--- src/pnf_pkg.sv ---
// Package for the parallel NOR flash host controller.
// Assumes a 100 MHz system clock; flash pins are asynchronous to it.
package pnf_pkg;
    // =========================================
    // Clock and timing
    localparam int CLK_PERIOD_NS      = 10;
    localparam int RANDOM_ACCESS_NS   = 90;   // random_access_delay
    localparam int PAGE_ACCESS_NS     = 25;   // page_access_delay
    localparam int WRITE_PULSE_NS     = 50;
    localparam int RESET_PULSE_NS     = 500;
    localparam int RANDOM_ACCESS_CYC  = (RANDOM_ACCESS_NS + CLK_PERIOD_NS - 1) / CLK_PERIOD_NS;
    localparam int PAGE_ACCESS_CYC    = (PAGE_ACCESS_NS + CLK_PERIOD_NS - 1) / CLK_PERIOD_NS;
    localparam int WRITE_PULSE_CYC    = (WRITE_PULSE_NS + CLK_PERIOD_NS - 1) / CLK_PERIOD_NS;
    localparam int RESET_PULSE_CYC    = (RESET_PULSE_NS + CLK_PERIOD_NS - 1) / CLK_PERIOD_NS;
    // =========================================
    // Geometry
    localparam int ADDR_W      = 24;
    localparam int DATA_W      = 16;
    localparam int PAGE_BITS   = 3;
    localparam int SECTOR_BITS = 8;
    localparam int CNT_W       = 8;
    // =========================================
    // Command sequence defaults (override through module parameters)
    localparam logic [15:0] UNLOCK_DATA1 = 16'h00aa;
    localparam logic [15:0] UNLOCK_DATA2 = 16'h0055;
    localparam logic [23:0] UNLOCK_ADDR1 = 24'h000555;
    localparam logic [23:0] UNLOCK_ADDR2 = 24'h0002aa;
    localparam logic [15:0] CMD_PROGRAM  = 16'h00a0;
    localparam logic [15:0] CMD_AUTOSEL  = 16'h0090;
    localparam logic [15:0] CMD_RESET    = 16'h00f0;
    localparam logic [15:0] STATUS_TOGGLE_MASK = 16'h0040;
    // =========================================
    // Host operations
    typedef enum logic [2:0] {
        OP_READ, OP_PROGRAM, OP_AUTOSEL, OP_IDREAD, OP_EXIT
    } pnf_op_type;
    typedef enum {
        ST_IDLE, ST_RD_WAIT, ST_RD_PAGE, ST_WR_SETUP, ST_WR_PULSE, ST_WR_HOLD,
        ST_POLL, ST_HWRESET
    } pnf_state_type;
endpackage

--- src/pnf_host.sv ---
// Host-side controller that drives a parallel NOR flash through its pins.
// Assumes one 100 MHz clock; flash data inputs are synchronised here.
`timescale 1ns/100ps
// What this block does
// - Reads drive address, chip select and output enable low, write strobe high.
// - Writes drive chip select and write strobe low, output enable high.
// - Autoselect only issued while device reads, never during program.
// - Reset command leaves autoselect back to read state.
// - Protection check puts sector address on top address bits.
// - Hardware reset is taken only in idle, never during a program; caller then reissues sequence.
// - Single word program is a four-write sequence; poll status bits.
module pnf_host #(
    parameter logic [15:0] UNLOCK_DATA1 = pnf_pkg::UNLOCK_DATA1,
    parameter logic [15:0] UNLOCK_DATA2 = pnf_pkg::UNLOCK_DATA2,
    parameter logic [23:0] UNLOCK_ADDR1 = pnf_pkg::UNLOCK_ADDR1,
    parameter logic [23:0] UNLOCK_ADDR2 = pnf_pkg::UNLOCK_ADDR2,
    parameter logic [15:0] CMD_PROGRAM  = pnf_pkg::CMD_PROGRAM,
    parameter logic [15:0] CMD_AUTOSEL  = pnf_pkg::CMD_AUTOSEL,
    parameter logic [15:0] CMD_RESET    = pnf_pkg::CMD_RESET
) (
    input  wire logic                          mclk,         // System clock
    input  wire logic                          sys_rst,      // Sync reset, high
    input  wire logic                          reqValid,     // Request strobe
    input  wire logic [2:0]                    reqOp,        // pnf_op_type code
    input  wire logic [pnf_pkg::ADDR_W-1:0]    reqAddr,      // Word address
    input  wire logic [pnf_pkg::DATA_W-1:0]    reqData,      // Program data
    input  wire logic                          byteMode,     // 1 selects byte width
    input  wire logic                          hwResetReq,   // Pulse reset of flash
    input  wire logic                          unprotect,    // Releases outer sector
    output logic                               reqReady,     // Idle, accepts request
    output logic                               rspValid,     // One-cycle answer
    output logic [pnf_pkg::DATA_W-1:0]         rspData,      // Read data
    output logic                               flashBusy,    // Embedded op running
    output logic [pnf_pkg::ADDR_W-1:0]         flashAddr,    // Address pins
    output logic                               chipSelect_n, // Chip select
    output logic                               outEnable_n,  // Output enable
    output logic                               writeStrobe_n,// Write strobe
    output logic                               hwReset_n,    // Hardware reset pin
    output logic                               widthSelect_n,// High for word width
    output logic                               protect_accel_pin, // Protect pin
    output logic [pnf_pkg::DATA_W-1:0]         dqOut,        // Data pins out
    output logic                               dqOe,         // Data pins drive
    output logic                               topDataOe,    // top_data_or_low_addr drive
    input  wire logic [pnf_pkg::DATA_W-1:0]    dqIn          // Data pins in
);
    // =========================================
    // Input synchroniser
    logic [pnf_pkg::DATA_W-1:0] dqMeta;
    logic [pnf_pkg::DATA_W-1:0] dqSync;
    always_ff @(posedge mclk) begin
        dqMeta <= dqIn;
        dqSync <= dqMeta;
    end

    // =========================================
    // Sequencer
    pnf_pkg::pnf_state_type state;
    pnf_pkg::pnf_op_type    op;
    localparam int CNT_W_L = pnf_pkg::CNT_W;
    logic [CNT_W_L-1:0]     cnt;
    logic [1:0]             step;
    logic [1:0]             lastStep;
    logic                   idMode;
    logic                   pageValid;
    logic [pnf_pkg::DATA_W-1:0] lastPoll;
    logic [pnf_pkg::ADDR_W-1:0] tgtAddr;
    logic [pnf_pkg::DATA_W-1:0] tgtData;
    logic                   pollFirst;
    localparam logic [CNT_W_L-1:0] RD_CYC = CNT_W_L'(pnf_pkg::RANDOM_ACCESS_CYC + 2);
    localparam logic [CNT_W_L-1:0] PG_CYC = CNT_W_L'(pnf_pkg::PAGE_ACCESS_CYC + 2);
    localparam logic [CNT_W_L-1:0] WP_CYC = CNT_W_L'(pnf_pkg::WRITE_PULSE_CYC);
    localparam logic [CNT_W_L-1:0] RS_CYC = CNT_W_L'(pnf_pkg::RESET_PULSE_CYC);
    localparam logic [CNT_W_L-1:0] ONE    = CNT_W_L'(1);

    logic samePage;
    assign samePage = pageValid &&
        (flashAddr[pnf_pkg::ADDR_W-1:pnf_pkg::PAGE_BITS] ==
         reqAddr[pnf_pkg::ADDR_W-1:pnf_pkg::PAGE_BITS]);

    // Address and data of each step of a command sequence
    function automatic logic [39:0] seqWord(input pnf_pkg::pnf_op_type o, input logic [1:0] s,
                                            input logic [23:0] a, input logic [15:0] d);
        logic [39:0] w;
        w = {UNLOCK_ADDR1, CMD_RESET};
        case (s)
            2'h0: w = {UNLOCK_ADDR1, UNLOCK_DATA1};
            2'h1: w = {UNLOCK_ADDR2, UNLOCK_DATA2};
            2'h2: w = (o == pnf_pkg::OP_PROGRAM) ? {UNLOCK_ADDR1, CMD_PROGRAM}
                                                 : {a, CMD_AUTOSEL};
            2'h3: w = {a, d};
            default: w = {UNLOCK_ADDR1, CMD_RESET};
        endcase
        if (o == pnf_pkg::OP_EXIT) begin
            w = {UNLOCK_ADDR1, CMD_RESET};
        end
        return w;
    endfunction

    always_ff @(posedge mclk) begin
        if (sys_rst) begin
            state <= pnf_pkg::ST_HWRESET;
            op <= pnf_pkg::OP_READ;
            cnt <= RS_CYC;
            step <= 2'h0;
            lastStep <= 2'h0;
            idMode <= 1'b0;
            pageValid <= 1'b0;
            lastPoll <= 16'h0000;
            pollFirst <= 1'b0;
            tgtAddr <= 24'h000000;
            tgtData <= 16'h0000;
            reqReady <= 1'b0;
            rspValid <= 1'b0;
            rspData <= 16'h0000;
            flashBusy <= 1'b0;
            flashAddr <= 24'h000000;
            chipSelect_n <= 1'b1;
            outEnable_n <= 1'b1;
            writeStrobe_n <= 1'b1;
            hwReset_n <= 1'b0;
            dqOut <= 16'h0000;
            dqOe <= 1'b0;
        end else begin
            rspValid <= 1'b0;
            case (state)
                pnf_pkg::ST_IDLE: begin
                    if (hwResetReq) begin
                        // Only taken in idle, so never during an embedded program; caller reissues it
                        hwReset_n <= 1'b0;
                        chipSelect_n <= 1'b1;
                        outEnable_n <= 1'b1;
                        pageValid <= 1'b0;
                        reqReady <= 1'b0;
                        cnt <= RS_CYC;
                        state <= pnf_pkg::ST_HWRESET;
                    end else if (reqValid) begin
                        op <= pnf_pkg::pnf_op_type'(reqOp);
                        tgtAddr <= reqAddr;
                        tgtData <= reqData;
                        reqReady <= 1'b0;
                        step <= 2'h0;
                        if (reqOp == pnf_pkg::OP_READ || reqOp == pnf_pkg::OP_IDREAD) begin
                            // Keep chip select low within a page for fast access
                            flashAddr <= reqAddr;
                            outEnable_n <= 1'b0;
                            writeStrobe_n <= 1'b1;
                            dqOe <= 1'b0;
                            // A new page needs a fresh chip select fall to latch it
                            chipSelect_n <= !samePage;
                            cnt <= samePage ? PG_CYC : RD_CYC;
                            pageValid <= 1'b1;
                            state <= pnf_pkg::ST_RD_WAIT;
                        end else begin
                            chipSelect_n <= 1'b1;
                            outEnable_n <= 1'b1;
                            pageValid <= 1'b0;
                            lastStep <= (reqOp == pnf_pkg::OP_PROGRAM) ? 2'h3 :
                                        (reqOp == pnf_pkg::OP_AUTOSEL) ? 2'h2 : 2'h0;
                            state <= pnf_pkg::ST_WR_SETUP;
                        end
                    end
                end
                pnf_pkg::ST_RD_WAIT: begin
                    chipSelect_n <= 1'b0;
                    if (cnt == ONE) begin
                        rspData <= byteMode ? {8'h00, dqSync[7:0]} : dqSync;
                        rspValid <= 1'b1;
                        reqReady <= 1'b1;
                        state <= pnf_pkg::ST_IDLE;
                    end
                    cnt <= cnt - ONE;
                end
                pnf_pkg::ST_WR_SETUP: begin
                    // Address first, output enable high, then strobe
                    {flashAddr, dqOut} <= seqWord(op, step, tgtAddr, tgtData);
                    dqOe <= 1'b1;
                    outEnable_n <= 1'b1;
                    chipSelect_n <= 1'b0;
                    cnt <= WP_CYC;
                    state <= pnf_pkg::ST_WR_PULSE;
                end
                pnf_pkg::ST_WR_PULSE: begin
                    writeStrobe_n <= 1'b0;
                    if (cnt == ONE) begin
                        state <= pnf_pkg::ST_WR_HOLD;
                    end
                    cnt <= cnt - ONE;
                end
                pnf_pkg::ST_WR_HOLD: begin
                    // Strobe and chip select rise; after the last step data drive drops on the same edge
                    writeStrobe_n <= 1'b1;
                    chipSelect_n <= 1'b1;
                    if (!writeStrobe_n) begin
                        if (step == lastStep) begin
                            dqOe <= 1'b0;
                            if (op == pnf_pkg::OP_PROGRAM) begin
                                // Data polling watches the toggle bit at the target
                                flashBusy <= 1'b1;
                                flashAddr <= tgtAddr;
                                lastPoll <= 16'h0000;
                                pollFirst <= 1'b1;
                                cnt <= RD_CYC;
                                state <= pnf_pkg::ST_POLL;
                            end else begin
                                idMode <= (op == pnf_pkg::OP_AUTOSEL);
                                reqReady <= 1'b1;
                                rspValid <= 1'b1;
                                state <= pnf_pkg::ST_IDLE;
                            end
                        end else begin
                            step <= step + 2'h1;
                            state <= pnf_pkg::ST_WR_SETUP;
                        end
                    end
                end
                pnf_pkg::ST_POLL: begin
                    // Only reads during the embedded program; no commands
                    chipSelect_n <= 1'b0;
                    outEnable_n <= 1'b0;
                    if (cnt == ONE) begin
                        chipSelect_n <= 1'b1;
                        outEnable_n <= 1'b1;
                        lastPoll <= dqSync;
                        pollFirst <= 1'b0;
                        cnt <= RD_CYC;
                        // First sample has nothing to compare with; it never ends the poll, even with bit 6 at zero
                        if (((dqSync ^ lastPoll) & pnf_pkg::STATUS_TOGGLE_MASK) == 16'h0000 &&
                            !pollFirst) begin
                            flashBusy <= 1'b0;
                            rspData <= dqSync;
                            rspValid <= 1'b1;
                            reqReady <= 1'b1;
                            state <= pnf_pkg::ST_IDLE;
                        end
                    end else begin
                        cnt <= cnt - ONE;
                    end
                end
                pnf_pkg::ST_HWRESET: begin
                    flashBusy <= 1'b0;
                    idMode <= 1'b0;
                    dqOe <= 1'b0;
                    writeStrobe_n <= 1'b1;
                    if (cnt == ONE) begin
                        hwReset_n <= 1'b1;
                        reqReady <= 1'b1;
                        state <= pnf_pkg::ST_IDLE;
                    end
                    cnt <= cnt - ONE;
                end
                default: begin
                    state <= pnf_pkg::ST_IDLE;
                end
            endcase
        end
    end

    // =========================================
    // Static pins
    always_ff @(posedge mclk) begin
        if (sys_rst) begin
            widthSelect_n <= 1'b1;
            protect_accel_pin <= 1'b0;
            topDataOe <= 1'b0;
        end else begin
            widthSelect_n <= !byteMode;
            protect_accel_pin <= unprotect;
            topDataOe <= byteMode || dqOe;
        end
    end
endmodule

--- config.mk ---
export PLATFORM = sky130hd
export DESIGN_NAME = pnf_host
export DESIGN_NICKNAME = d
export VERILOG_FILES = /design/src/pnf_pkg.sv /design/src/pnf_host.sv
export SDC_FILE = /design/constraint.sdc
export NUM_CORES = 1
export LEC_CHECK = 0
export ABC_CLOCK_PERIOD_IN_PS = 2100
export BUFFER_PORTS_ARGS = -buffer_cell sky130_fd_sc_hd__buf_4
export CAP_MARGIN = 5
export CORE_MARGIN = 2
export CORE_UTILIZATION = 31
export CTS_BUF_LIST = sky130_fd_sc_hd__clkbuf_16
export CTS_CLUSTER_DIAMETER = 50
export DETAILED_ROUTE_END_ITERATION = 12
export SETUP_SLACK_MARGIN = 0.02
export SLEW_MARGIN = 20
export SYNTH_ARGS = -nofsm -noshare
export SYNTH_HDL_FRONTEND = slang
export SYNTH_SLANG_ARGS = --single-unit
--- constraint.sdc ---
create_clock -name mclk -period 2.1 [get_ports mclk]
set_input_delay 0.21 -clock mclk [delete_from_list [all_inputs] [get_ports mclk]]
set_output_delay 0.21 -clock mclk [all_outputs]
set_load 0.01 [all_outputs]
==> impl_metrics.env <==
export IMPL_status="completed"
export IMPL_cp_slowest_cell="o31ai_4"
export IMPL_insertion_delay_ps=420
export IMPL_root_buffer="clkbuf_16"
export IMPL_ant_nets=0
export IMPL_synth_edf_count=0
export IMPL_setup_violations_final=0
export IMPL_crit_path_max_fanout=22
export IMPL_vdd_ir_drop_max_mv=0.519
export IMPL_ios=132
export IMPL_port_buffers=131
export IMPL_drive_above_1_share_pct=24.6
export IMPL_yosys_warnings=0
export IMPL_period_needed_ps=2000
export IMPL_power_leakage_nw=3.39
export IMPL_crit_arrival_ps=2340
export IMPL_fin_skew_ps=14.6
export IMPL_start_util_pct=31.5
export IMPL_synth_main_ff_cell="dfxtp_1"
export IMPL_die_w_um=150
export IMPL_worst_setup_hold_path_clk_slew_ps=70
export IMPL_track_usage_pct=16.9
export IMPL_gp_congestion=0.865
export IMPL_core_um2=21000
export IMPL_antenna_cells=0
export IMPL_dp_slack_ps=75.4
export IMPL_cts_buffers=17
export IMPL_first_pass_iters=5
export IMPL_synth_area_leaders="dfxtp_1 48%, nand2_1 7.6%, a21oi_1 6.9%"
export IMPL_fin_ws_ps=105
export IMPL_dp_hpwl_um=13300
export IMPL_synth_area_um2=6630
export IMPL_worst_pin_slew_ps=678
export IMPL_hp_class="in2reg"
export IMPL_crit_type="reg2reg"
export IMPL_synthToLayoutAreaGrowth_pct=34.2
export IMPL_drtIter0Drc=548
export IMPL_cts_path_max_buffers=2
export IMPL_slew_headroom_pct=54.8
export IMPL_synth_top_area_share_pct=48.3
export IMPL_remaining_drc_errors=0
export IMPL_grt_pass1_vias=5772
export IMPL_ys_seq_area_share_pct=48.3
export IMPL_rsz0062_at_grt="false"
export IMPL_nets=989
export IMPL_routedWlPerCell_um=15.9
export IMPL_ys_seq_elements=160
export IMPL_syn_nets=835
export IMPL_fp_row_count=53
export IMPL_cts_tree="built"
export IMPL_totalWireLength_um=19200
export IMPL_antenna_found_initial=0
export IMPL_synth_async_reset_ratio_pct=0
export IMPL_period_share_pct=95.0
export IMPL_via_count=6083
export IMPL_avgSynthCellArea_um2=8.66
export IMPL_max_freq_mhz=501
export IMPL_p_per_area_nw_per_um2=1070
export IMPL_numClockSinks=160
export IMPL_fin_tns_setup_ps=0
export IMPL_cp_cell_sequence="buf_4 -> and3b_2 -> o21ai_2 -> o31ai_4 -> clkdlybuf4s15_2 -> a221oi_1 -> nor3_1"
export IMPL_ys_types=68
export IMPL_cts_setup_buffers=0
export IMPL_maxCapViolCount=0
export IMPL_final_hold_violation_count=0
export IMPL_synth_area_leader_cell="dfxtp_1"
export IMPL_netlist_instances=765
export IMPL_htree_levels=4
export IMPL_grt_start_max_net_pins=58
export IMPL_max_stage_delay_ps=340
export IMPL_start_kind="flip-flop"
export IMPL_crit_path_end_kind="flip-flop"
export IMPL_grt_remaining_overflow=0
export IMPL_hold_ws_ps=28.5
export IMPL_grt_first_pass_wirelength_um=30200
export IMPL_slew_violations=0
export IMPL_power_total_mw=9.49
export IMPL_die_h_um=150
export IMPL_avgViaCountPerCell=5.04
export IMPL_dieArea_um2=22600
export IMPL_final_common_cell="dfxtp_1"
export IMPL_final_cell_mix="160 x dfxtp_1, 159 x buf_4, 134 x nand2_1"
export IMPL_required_ps=2450
==> critical path, delay by kind of cell, from the launching register on <==
kind                   cells  cell delay [ps]
DFF                        1              320
AOI/OAI and AO/OA          3              560
and+or+nand+nor            2              500
buffers and inverters      2              540
==> registers in the layout, summed over array words and instances, names as in the netlist, 2 cells and up <==
name / cells
step: 2
dqSync: 16
cnt: 8
state: 3
tgtAddr: 24
rspData: 16
lastStep: 2
dqOut: 16
flashAddr: 24
dqMeta: 16
op: 3
tgtData: 16
==> synthesized netlist by cell type (all sizes together) (2+ instances only) <==
| master | instances |
|---|---|
| a211oi | 4 |
| a21o | 5 |
| a21oi | 92 |
| a221o | 3 |
| a221oi | 28 |
| a22oi | 21 |
| a311oi | 2 |
| a31oi | 4 |
| a32oi | 2 |
| and2 | 3 |
| and3 | 3 |
| buf | 13 |
| clkbuf | 34 |
| dfxtp | 160 |
| ha | 5 |
| inv | 25 |
| nand2 | 134 |
| nand2b | 4 |
| nand3 | 21 |
| nand3b | 4 |
| nand4 | 12 |
| nor2 | 43 |
| nor2b | 18 |
| nor3 | 28 |
| nor3b | 2 |
| nor4 | 6 |
| nor4b | 2 |
| o211ai | 2 |
| o21a | 2 |
| o21ai | 22 |
| o221a | 2 |
| o22ai | 2 |
| o31a | 2 |
| o31ai | 3 |
| o32a | 2 |
| or3 | 2 |
| or3b | 2 |
| or4 | 2 |
| xnor2 | 22 |
| xor2 | 6 |
==> timing repair <==
action                                 CTS  global route
setup endpoints to repair                0            39
hold buffers                            18             0
gates resized for setup                  0            13
endpoints found under the hold margin   18             0
==> routing by layer <==
metal	routed length (um)	vias to the layer above	part of all wire (%)	global-route usage, %
li1	-	3021	-	-
met1	8750	2866	46	22.6
met2	8940	169	47	26.6
met3	1120	27	5.8	4.70
met4	369	0	1.9	5.33
met5	0	-	0	0
==> path summary, 6_finish.rpt <==
check / slack [ps] / from / depth (start not counted) / to
setup / recovery: 100 / state[2]$_SDFFE_PP1P_ / 7 / flashAddr[11]$_SDFFE_PP0P_
hold / removal: 30 / reqData[10] / 3 / tgtData[10]$_SDFFE_PP0P_
setup reg to reg: 100 / state[2]$_SDFFE_PP1P_ / 7 / flashAddr[11]$_SDFFE_PP0P_
hold reg to reg: 320 / dqMeta[10]$_DFF_P_ / 0 / dqSync[10]$_DFF_P_
==> power breakdown <==
group          leakage [nW]  total, mW  switching, mW  internal [mW]
Combinational          1.80       2.79           1.55           1.24
Clock                 0.287       3.09           1.39           1.70
Sequential             1.31       3.62          0.276           3.34
Total                  3.39       9.49           3.22           6.27
==> per-stage QoR <==
step	util, %	cell area, um2	instances
2_1_floorplan	-	6630	765
3_3_place_gp	38.3	8050	1156
3_5_place_dp	38.3	8050	1156
4_1_cts	42.0	8820	1206
5_1_grt	42.3	8890	1207
6_report	42.3	8890	1207
==> logic make-up after synthesis <==
family / Yosys count / share of synthesized area [%]
AOI/OAI and AO/OA: 207 / 21.4
xor gates and xnor gates: 28 / 3.70
adders and majority gates: 5 / 0.944
buffers and inverters: 73 / 4.57
DFF: 160 / 48.3
muxes: 1 / 0.170
and+or+nand+nor: 291 / 20.9
==> area by class of cell <==
cell class / count / area (um2)
flip-flops and latches: 160 / 3200
inverters: 26 / 97.6
fillers: 2124 / 12100
clock inverters: 15 / 166
clock buffers: 17 / 425
well taps: 275 / 344
repair buffers: 182 / 1460
multi-input cells: 532 / 3200
No activity file was read; power rests on OpenSTA's default activity.
